===== config.mk =====
export PLATFORM = sky130hd
export DESIGN_NAME = pfs_pin_select
export DESIGN_NICKNAME = d
export VERILOG_FILES = /design/src/verilog/pfs_pin_select.v
export VERILOG_INCLUDE_DIRS = /design/src /design/src/common
export SDC_FILE = /design/constraint.sdc
export NUM_CORES = 1
export LEC_CHECK = 0
export BUFFER_PORTS_ARGS = -buffer_cell sky130_fd_sc_hd__buf_2
export CAP_MARGIN = 5
export CORE_ASPECT_RATIO = 1.1
export CORE_MARGIN = 5
export CORE_UTILIZATION = 41
export CTS_BUF_LIST = sky130_fd_sc_hd__clkbuf_8
export DETAILED_ROUTE_END_ITERATION = 10
export GPL_TIMING_DRIVEN = 1
export HOLD_SLACK_MARGIN = 0.15
export PLACE_DENSITY_LB_ADDON = 0.15
export SYNTH_ARGS = -nofsm -noshare
export SYNTH_HDL_FRONTEND = slang
export SYNTH_SLANG_ARGS = --single-unit

===== constraint.sdc =====
create_clock -name mclk_i -period 0.8 [get_ports mclk_i]
set_input_delay 0.2 -clock mclk_i [delete_from_list [all_inputs] [get_ports mclk_i]]
set_output_delay 0.2 -clock mclk_i [all_outputs]
set_load 0.05 [all_outputs]

===== src/common/pfs_defs.vh =====
// Constants for the port pin function select block
`ifndef PFS_DEFS_VH
`define PFS_DEFS_VH

// ----------------------------------------------------------------------------
// Serial mode encodings
// ----------------------------------------------------------------------------
`define PFS_SMD_OFF 3'h0
`define PFS_SMD_CLKSYNC 3'h1
`define PFS_SMD_UART7 3'h4
`define PFS_SMD_UART8 3'h5
`define PFS_SMD_UART9 3'h6

// ----------------------------------------------------------------------------
// Timer A, analog and timer D encodings
// ----------------------------------------------------------------------------
`define PFS_TMOD_PULSE 3'h1
`define PFS_TA_PIN_BIT7 1'h0
`define PFS_TA_PIN_BIT5 1'h1
`define PFS_AD_CH11 3'h7
`define PFS_AD_GRP_HIGH 1'h1
`define PFS_TD_CMD_TIMER 2'h0
`define PFS_TD_IO_EXTCLK 3'h0
`define PFS_TD_IO_CMP 3'h1
`define PFS_TD_IO_CMP_HI 2'h1
`define PFS_TD_IO_CAP_BIT 2

// ----------------------------------------------------------------------------
// Reset values and levels fed to idle peripheral inputs
// ----------------------------------------------------------------------------
`define PFS_RST_BIT 1'h0
`define PFS_RST_P1 5'h00
`define PFS_IDLE_HIGH 1'h1
`define PFS_IDLE_LOW 1'h0

`endif


===== src/verilog/pfs_pin_select.v =====
// Pin function select for port1 bits 3 to 7 and port2 bit 0
`timescale 1ns/10ps
`default_nettype none
`include "pfs_defs.vh"

module pfs_pin_select (
  input wire mclk_i,
  input wire nrst_i,
  // Direction and general port output data
  input wire port1_bit3_direction_i,
  input wire port1_bit4_direction_i,
  input wire port1_bit5_direction_i,
  input wire port1_bit6_direction_i,
  input wire port1_bit7_direction_i,
  input wire port2_bit0_direction_i,
  input wire [7:3] port1_data_i,
  input wire port2_bit0_data_i,
  // Key input and analog selection
  input wire key_input3_enable_i,
  input wire adc_channel_bit2_i,
  input wire adc_channel_bit1_i,
  input wire adc_channel_bit0_i,
  input wire adc_group_select_i,
  // Serial unit controls and outputs
  input wire serial_mode_bit2_i,
  input wire serial_mode_bit1_i,
  input wire serial_mode_bit0_i,
  input wire serial_clock_source_select_i,
  input wire serial_open_drain_select_i,
  input wire serial0_transmit_i,
  input wire serial0_clock_out_i,
  // Timer A and interrupt controls
  input wire timer_a_pin_select_i,
  input wire timer_a_output_inhibit_i,
  input wire timer_a_mode_bit2_i,
  input wire timer_a_mode_bit1_i,
  input wire timer_a_mode_bit0_i,
  input wire timer_a_pulse_i,
  input wire ext_irq1_enable_i,
  // Timer D controls and waveforms
  input wire timer_d_a0_output_disable_i,
  input wire timer_d_combination_bit1_i,
  input wire timer_d_combination_bit0_i,
  input wire timer_d_ext_clock_select_i,
  input wire timer_d_three_phase_select_i,
  input wire timer_d_a0_io_bit2_i,
  input wire timer_d_a0_io_bit1_i,
  input wire timer_d_a0_io_bit0_i,
  input wire timer_d_three_phase_wave_i,
  input wire timer_d_compare_wave_i,
  // Pull-up and drive controls
  input wire pullup_group2_i,
  input wire pullup_group3_i,
  input wire pullup_group4_i,
  input wire port2_bit0_high_drive_i,
  // Pad levels
  input wire [7:3] pad_p1_in_i,
  input wire pad_p2_0_in_i,
  // Pad drive
  output reg [7:3] pad_p1_out_o,
  output reg [7:3] pad_p1_oe_o,
  output reg [7:3] pad_p1_pullup_o,
  output reg pad_p2_0_out_o,
  output reg pad_p2_0_oe_o,
  output reg pad_p2_0_pullup_o,
  output reg pad_p2_0_high_drive_o,
  // Peripheral inputs
  output reg key_input3_o,
  output reg analog_channel11_sel_o,
  output reg serial0_receive_o,
  output reg serial0_clock_in_o,
  output reg timer_a_io_in_o,
  output reg ext_irq1_o,
  output reg timer_d_a0_capture_o,
  output reg timer_d_ext_clock_o,
  // Port read-back
  output reg [7:3] port1_read_o,
  output reg port2_bit0_read_o
);

  // --------------------------------------------------------------------------
  // Helper functions
  // --------------------------------------------------------------------------
  // Pull-up only while the pin is an input and its group is enabled
  function pullup_on(input oe, input group_en);
    pullup_on = group_en & ~oe;
  endfunction

  // Gate an input to a peripheral, idle level when not selected
  function gate_in(input sel, input level, input idle);
    gate_in = sel ? level : idle;
  endfunction

  // --------------------------------------------------------------------------
  // Decoded control fields
  // --------------------------------------------------------------------------
  wire [2:0] serial_mode;
  wire [2:0] timer_a_mode;
  wire [2:0] adc_channel;
  wire [1:0] timer_d_combination;
  wire [2:0] timer_d_a0_io;
  assign serial_mode = {serial_mode_bit2_i, serial_mode_bit1_i, serial_mode_bit0_i};
  assign timer_a_mode = {timer_a_mode_bit2_i, timer_a_mode_bit1_i, timer_a_mode_bit0_i};
  assign adc_channel = {adc_channel_bit2_i, adc_channel_bit1_i, adc_channel_bit0_i};
  assign timer_d_combination = {timer_d_combination_bit1_i, timer_d_combination_bit0_i};
  assign timer_d_a0_io = {timer_d_a0_io_bit2_i, timer_d_a0_io_bit1_i, timer_d_a0_io_bit0_i};

  // Transmit modes and clock-sync mode
  wire tx_mode;
  wire clksync_mode;
  assign tx_mode = (serial_mode == `PFS_SMD_CLKSYNC) | (serial_mode == `PFS_SMD_UART7) |
                   (serial_mode == `PFS_SMD_UART8) | (serial_mode == `PFS_SMD_UART9);
  assign clksync_mode = (serial_mode == `PFS_SMD_CLKSYNC);

  // Timer A pulse output active on the selected pin
  wire ta_pulse_mode;
  wire ta_on_bit5;
  wire ta_on_bit7;
  assign ta_pulse_mode = (timer_a_mode == `PFS_TMOD_PULSE) & ~timer_a_output_inhibit_i;
  assign ta_on_bit5 = (timer_a_pin_select_i == `PFS_TA_PIN_BIT5);
  assign ta_on_bit7 = (timer_a_pin_select_i == `PFS_TA_PIN_BIT7);

  // Timer D plain timer mode with internal clock
  wire td_timer_base;
  assign td_timer_base = (timer_d_combination == `PFS_TD_CMD_TIMER) & ~timer_d_ext_clock_select_i;

  // --------------------------------------------------------------------------
  // Port1 bit3: general port, key input, analog channel
  // --------------------------------------------------------------------------
  reg nxt_p1_3_out;
  reg nxt_p1_3_oe;
  reg nxt_p1_3_pu;
  reg nxt_key3;
  reg nxt_ch11;
  always @* begin
    nxt_p1_3_oe = port1_bit3_direction_i;
    nxt_p1_3_out = port1_data_i[3];
    nxt_p1_3_pu = pullup_on(port1_bit3_direction_i, pullup_group2_i);
    nxt_key3 = gate_in(~port1_bit3_direction_i & key_input3_enable_i, pad_p1_in_i[3],
                       `PFS_IDLE_HIGH);
    nxt_ch11 = ~port1_bit3_direction_i & (adc_channel == `PFS_AD_CH11) &
               (adc_group_select_i == `PFS_AD_GRP_HIGH);
  end

  // --------------------------------------------------------------------------
  // Port1 bit4: general port or serial transmit
  // --------------------------------------------------------------------------
  reg nxt_p1_4_out;
  reg nxt_p1_4_oe;
  always @* begin
    if (tx_mode) begin
      // Transmit owns the pad whatever the direction bit says
      if (serial_open_drain_select_i) begin
        nxt_p1_4_out = `PFS_IDLE_LOW;
        nxt_p1_4_oe = ~serial0_transmit_i;
      end else begin
        nxt_p1_4_out = serial0_transmit_i;
        nxt_p1_4_oe = `PFS_IDLE_HIGH;
      end
    end else begin
      nxt_p1_4_out = port1_data_i[4];
      nxt_p1_4_oe = port1_bit4_direction_i;
    end
  end

  // --------------------------------------------------------------------------
  // Port1 bit5: receive, timer A, interrupt 1
  // --------------------------------------------------------------------------
  reg nxt_p1_5_out;
  reg nxt_p1_5_oe;
  reg nxt_rx;
  reg ta_in5;
  always @* begin
    if (ta_on_bit5 & ta_pulse_mode) begin
      nxt_p1_5_out = timer_a_pulse_i;
      nxt_p1_5_oe = `PFS_IDLE_HIGH;
    end else begin
      nxt_p1_5_out = port1_data_i[5];
      nxt_p1_5_oe = port1_bit5_direction_i;
    end
    // Receive sees the pin while it is an input and timer A does not drive it
    nxt_rx = gate_in(~port1_bit5_direction_i & ~(ta_on_bit5 & ta_pulse_mode),
                     pad_p1_in_i[5], `PFS_IDLE_HIGH);
    ta_in5 = ~port1_bit5_direction_i & ta_on_bit5 & (timer_a_mode != `PFS_TMOD_PULSE);
  end

  // --------------------------------------------------------------------------
  // Port1 bit6: general port or serial clock
  // --------------------------------------------------------------------------
  reg nxt_p1_6_out;
  reg nxt_p1_6_oe;
  reg nxt_clk_in;
  always @* begin
    if (clksync_mode & ~serial_clock_source_select_i) begin
      nxt_p1_6_out = serial0_clock_out_i;
      nxt_p1_6_oe = `PFS_IDLE_HIGH;
    end else begin
      nxt_p1_6_out = port1_data_i[6];
      nxt_p1_6_oe = port1_bit6_direction_i;
    end
    nxt_clk_in = gate_in(~port1_bit6_direction_i & serial_clock_source_select_i,
                         pad_p1_in_i[6], `PFS_IDLE_HIGH);
  end

  // --------------------------------------------------------------------------
  // Port1 bit7: timer A, interrupt 1
  // --------------------------------------------------------------------------
  reg nxt_p1_7_out;
  reg nxt_p1_7_oe;
  reg ta_in7;
  always @* begin
    if (ta_on_bit7 & ta_pulse_mode) begin
      nxt_p1_7_out = timer_a_pulse_i;
      nxt_p1_7_oe = `PFS_IDLE_HIGH;
    end else begin
      nxt_p1_7_out = port1_data_i[7];
      nxt_p1_7_oe = port1_bit7_direction_i;
    end
    ta_in7 = ~port1_bit7_direction_i & ta_on_bit7 & (timer_a_mode != `PFS_TMOD_PULSE);
  end

  // Timer A input and interrupt 1 come from whichever pin is selected
  wire nxt_ta_in;
  wire nxt_irq1;
  wire ta_level;
  assign ta_level = ta_on_bit5 ? pad_p1_in_i[5] : pad_p1_in_i[7];
  assign nxt_ta_in = gate_in(ta_in5 | ta_in7, ta_level, `PFS_IDLE_LOW);
  assign nxt_irq1 = gate_in((ta_in5 | ta_in7) & ext_irq1_enable_i, ta_level, `PFS_IDLE_LOW);

  // --------------------------------------------------------------------------
  // Port2 bit0: timer D pin or general port
  // --------------------------------------------------------------------------
  reg nxt_p2_0_out;
  reg nxt_p2_0_oe;
  reg nxt_cap;
  reg nxt_extclk;
  reg td_three_phase;
  reg td_compare;
  always @* begin
    td_three_phase = ~timer_d_a0_output_disable_i & td_timer_base &
                     ~timer_d_three_phase_select_i;
    td_compare = ~timer_d_a0_output_disable_i & td_timer_base & timer_d_three_phase_select_i &
                 ((timer_d_a0_io == `PFS_TD_IO_CMP) |
                  (timer_d_a0_io[2:1] == `PFS_TD_IO_CMP_HI));
    if (td_three_phase) begin
      nxt_p2_0_out = timer_d_three_phase_wave_i;
      nxt_p2_0_oe = `PFS_IDLE_HIGH;
    end else if (td_compare) begin
      nxt_p2_0_out = timer_d_compare_wave_i;
      nxt_p2_0_oe = `PFS_IDLE_HIGH;
    end else begin
      nxt_p2_0_out = port2_bit0_data_i;
      nxt_p2_0_oe = port2_bit0_direction_i;
    end
    nxt_cap = gate_in(~port2_bit0_direction_i & td_timer_base & timer_d_three_phase_select_i &
                      timer_d_a0_io[`PFS_TD_IO_CAP_BIT], pad_p2_0_in_i, `PFS_IDLE_LOW);
    nxt_extclk = gate_in(~port2_bit0_direction_i & timer_d_ext_clock_select_i &
                         timer_d_three_phase_select_i & (timer_d_a0_io == `PFS_TD_IO_EXTCLK),
                         pad_p2_0_in_i, `PFS_IDLE_LOW);
  end

  // --------------------------------------------------------------------------
  // Collected pad drive
  // --------------------------------------------------------------------------
  wire [7:3] nxt_p1_out;
  wire [7:3] nxt_p1_oe;
  wire [7:3] nxt_p1_pu;
  assign nxt_p1_out = {nxt_p1_7_out, nxt_p1_6_out, nxt_p1_5_out, nxt_p1_4_out, nxt_p1_3_out};
  assign nxt_p1_oe = {nxt_p1_7_oe, nxt_p1_6_oe, nxt_p1_5_oe, nxt_p1_4_oe, nxt_p1_3_oe};
  assign nxt_p1_pu = {pullup_on(nxt_p1_7_oe, pullup_group3_i),
                      pullup_on(nxt_p1_6_oe, pullup_group3_i),
                      pullup_on(nxt_p1_5_oe, pullup_group3_i),
                      pullup_on(nxt_p1_4_oe, pullup_group3_i),
                      nxt_p1_3_pu};

  // --------------------------------------------------------------------------
  // Output registers
  // --------------------------------------------------------------------------
  // All outputs registered; reset leaves every pin an undriven input
  always @(posedge mclk_i or negedge nrst_i) begin
    if (!nrst_i) begin
      pad_p1_out_o <= `PFS_RST_P1;
      pad_p1_oe_o <= `PFS_RST_P1;
      pad_p1_pullup_o <= `PFS_RST_P1;
      pad_p2_0_out_o <= `PFS_RST_BIT;
      pad_p2_0_oe_o <= `PFS_RST_BIT;
      pad_p2_0_pullup_o <= `PFS_RST_BIT;
      pad_p2_0_high_drive_o <= `PFS_RST_BIT;
      key_input3_o <= `PFS_IDLE_HIGH;
      analog_channel11_sel_o <= `PFS_RST_BIT;
      serial0_receive_o <= `PFS_IDLE_HIGH;
      serial0_clock_in_o <= `PFS_IDLE_HIGH;
      timer_a_io_in_o <= `PFS_IDLE_LOW;
      ext_irq1_o <= `PFS_IDLE_LOW;
      timer_d_a0_capture_o <= `PFS_IDLE_LOW;
      timer_d_ext_clock_o <= `PFS_IDLE_LOW;
      port1_read_o <= `PFS_RST_P1;
      port2_bit0_read_o <= `PFS_RST_BIT;
    end else begin
      pad_p1_out_o <= nxt_p1_out;
      pad_p1_oe_o <= nxt_p1_oe;
      pad_p1_pullup_o <= nxt_p1_pu;
      pad_p2_0_out_o <= nxt_p2_0_out;
      pad_p2_0_oe_o <= nxt_p2_0_oe;
      pad_p2_0_pullup_o <= pullup_on(nxt_p2_0_oe, pullup_group4_i);
      pad_p2_0_high_drive_o <= port2_bit0_high_drive_i & nxt_p2_0_oe;
      key_input3_o <= nxt_key3;
      analog_channel11_sel_o <= nxt_ch11;
      serial0_receive_o <= nxt_rx;
      serial0_clock_in_o <= nxt_clk_in;
      timer_a_io_in_o <= nxt_ta_in;
      ext_irq1_o <= nxt_irq1;
      timer_d_a0_capture_o <= nxt_cap;
      timer_d_ext_clock_o <= nxt_extclk;
      port1_read_o <= pad_p1_in_i;
      port2_bit0_read_o <= pad_p2_0_in_i;
    end
  end
endmodule
`default_nettype wire


==> impl_metrics.csv <==
group,metric,value,unit
die,start_util,0.429,
synthesis,synth_fa_ha_area_frac,0,
sta,fin_crit,1.15,ns
synthesis,async_flop_share,1.00,
place,numPortBuffers,85,
clocking,clockBufferDepth,2,
synthesis,synth_most_common_cell,"dfrtp_1",
worst_setup_path,cp_num_buf_inv,1,
place,detailed_place_hpwl,2400,um
die,die-width,61.4,um
worst_setup_path,crit_path_end_kind,"primary output",
synthesis,yosys.area.top_type,"dfrtp_1",
routing,finalWirelength,3530,um
die,num_io_pins,86,
place,dp_slack,-0.412,ns
synthesis,synth-compound-area-share,0.0609,
synthesis,syn_inst,88,
sta,maxSlewHeadroom,0.806,
synthesis,synth_mux_area_frac,0.0378,
clocking,cts_tree,"done",
synthesis,syn_avg_cell_area,13.5,um^2
routing,first_pass_iters,2,
layout,n_antenna_cell,0,
global_route,first_global_vias,1199,
status,status,"complete, but fails checks",
synthesis,synth.ff_latch_count,33,
global_route,met3_usage,0.0775,
worst_setup_path,cp_slowest_cell,"dfstp_2",
die,rows,20,
routing,drtIter0Drc,20,
die,die_area,4090,um^2
place,place.gp.congestion,0.789,
status,failed_checks,"negative setup slack",
routing,viasPerCell,4.71,
synthesis,synth_simple_gate_area_frac,0.190,
routing,vias,1103,
sta,holdWs,0.134,ns
die,coreArea,2780,um^2
worst_setup_path,startpoint_type,"register",
layout,syn2layout_area_growth,92.3,%
synthesis,synth_top_family_by_area,"simple AND/OR/NAND/NOR gates",
synthesis,synth_xor_area_frac,0,
worst_setup_path,critPathTopFamily,"flip-flops",
layout,drive_above_1_share,0.602,
sta,worst_pin_slew,0.288,ns
sta,max_freq,872,MHz
sta,setup_slack,-0.347,ns
synthesis,ys_types,29,
clocking,path_clk_slew,0.06,ns
routing,ant_nets,0,
synthesis,yosysSeqAreaShare,0.696,
synthesis,synth_edf_count,0,
synthesis,synth_commonest_cells,"dfrtp_1, nor2_1, inv_1, nand2_1, mux2_2",
global_route,top_usage_layer,"met2",
place,placedCellCount,216,
worst_setup_path,crit_end,"serial0_clock_in_o",
sta,fin_crit_sh,1.43,
global_route,antenna_found_initial,0,
clocking,htreeDepth,2,
sta,finalSetupViolations,35,
synthesis,syn_nets,141,
worst_setup_path,cpPeakStageDelay,0.53,ns
synthesis,syn_area,1190,um^2
pwr,vdd_ir_drop_max,1420,uV
die,dieHeight,66.6,um
synthesis,yosysWarnings,0,
sta,slew_viol_final,0,
global_route,use_met1,0.163,
worst_setup_path,cp_data_required_time,0.60,ns
routing,drc,0,
worst_setup_path,crit_type,"register to primary output",
worst_setup_path,crit_chain,"buf_8",
global_route,overflow,0,
worst_setup_path,startpoint,"serial0_clock_in_o",
pwr,leakage,1.14,nW
synthesis,synthTopCellsByArea,"dfrtp_1, dfstp_2, mux2_2",
layout,stdcell_count,234,
layout,fillers,166,
worst_setup_path,arrival,0.95,ns
job,cap_violations,0,
worst_setup_path,cp.depth,1,
hold_path,hp-class,"primary input to register",
synthesis,ys.flop_type,"dfrtp_1",
global_route,grt_first_pass_wirelength,5180,um
clocking,clock-sinks,33,
global_route,grt_max_degree,34,
sta,rsz0062_at_grt,"yes",
layout,nets,254,
sta,hold_viol_final,0,
global_route,gr-usage-met2,0.344,
worst_setup_path,crit_fanout,1,
synthesis,netlist.area_leader.share,0.630,
routing,wl_per_cell,15.1,um
global_route,grt_usage,0.179,
pwr,powerDensity,1750,nW/um^2
clocking,numCtsBuffers,5,
clocking,cts_root_buf,"clkbuf_8",
## layout make-up
cell class	count	area, um^2	area share
Sequential cell	33	830	0.362
Tap cell	33	41.3	0.0180
Clock inverter	1	3.75	0.00164
Inverter	5	18.8	0.00818
Multi-Input combinational cell	50	432	0.188
Timing Repair Buffer	106	886	0.386
Clock buffer	6	82.6	0.0360
## how the worst min path moves through the flow
stage                                      start                      to  slack, ns  depth (start not counted)
after floorplan                           nrst_i  analog_channel11_sel_o       -0.1                          0
after global placement                    nrst_i              ext_irq1_o       0.17                          2
after detailed placement                  nrst_i         pad_p1_out_o[3]       0.17                          2
after CTS                      ext_irq1_enable_i              ext_irq1_o       0.13                          2
after global routing      port1_bit6_direction_i      serial0_clock_in_o       0.14                          3
final                     port1_bit6_direction_i      serial0_clock_in_o       0.13                          3
## flip-flops by register name (all words and copies together) (netlist names), 5 cells and up
register	cells
pad_p1_pullup_o	5
pad_p1_oe_o	5
pad_p1_out_o	5
port1_read_o	5
## per-stage QoR
step	cell area [um^2]	total power, mW	utilization	setup TNS (ns)
finish	2290	4.01	0.826	-7.27
global route	2290	4.19	0.826	-8.32
global placement	1810	2.60	0.651	-4.40
floorplan	1250	2.27	-	-1.24
CTS	2250	4.03	0.809	-7.82
detailed placement	1810	2.62	0.651	-4.91
## timing repair
action / CTS / global route
hold endpoints to repair: 53 / 6
setup endpoints to repair: 38 / 45
hold buffers: 11 / 3
resized for setup: 72 / 11
pin swaps: 1 / 9
buffers inserted: 1 / 0
## placed cells by master, fill, tap and decap left out, types with 3 or more instances in the layout
cell type	netlist	layout
inv_1	5	6
buf_2	0	44
nand2_1	5	4
buf_8	0	3
dfrtp_1	30	30
buf_4	0	10
dlygate4sd3_1	0	12
mux2_4	0	3
o21a_1	3	3
nor2_1	6	5
buf_6	0	36
clkbuf_8	0	6
dfstp_2	3	3
## cell families (layout without fill, tap and decap cells)
| logic type | Yosys count | after routing |
|---|---|---|
| multiplexers | 4 | 4 |
| flip-flops | 33 | 33 |
| AO/OA/AOI/OAI | 10 | 10 |
| buffers and inverters | 5 | 118 |
| AND/OR/NAND/NOR | 36 | 36 |
## per-layer routing
metal / wire, um / vias to the layer above
li1: - / 527
met1: 1040 / 515
met2: 2040 / 57
met3: 399 / 4
met4: 48 / 0
met5: 0 / -
## report_power, final
group	total [mW]	internal [mW]	switching [mW]
registers	1.81	1.76	0.0445
logic	1.00	0.450	0.551
clock network	1.20	0.668	0.533
total	4.01	2.88	1.13
Note: power is estimated with default switching activity, not from simulation.
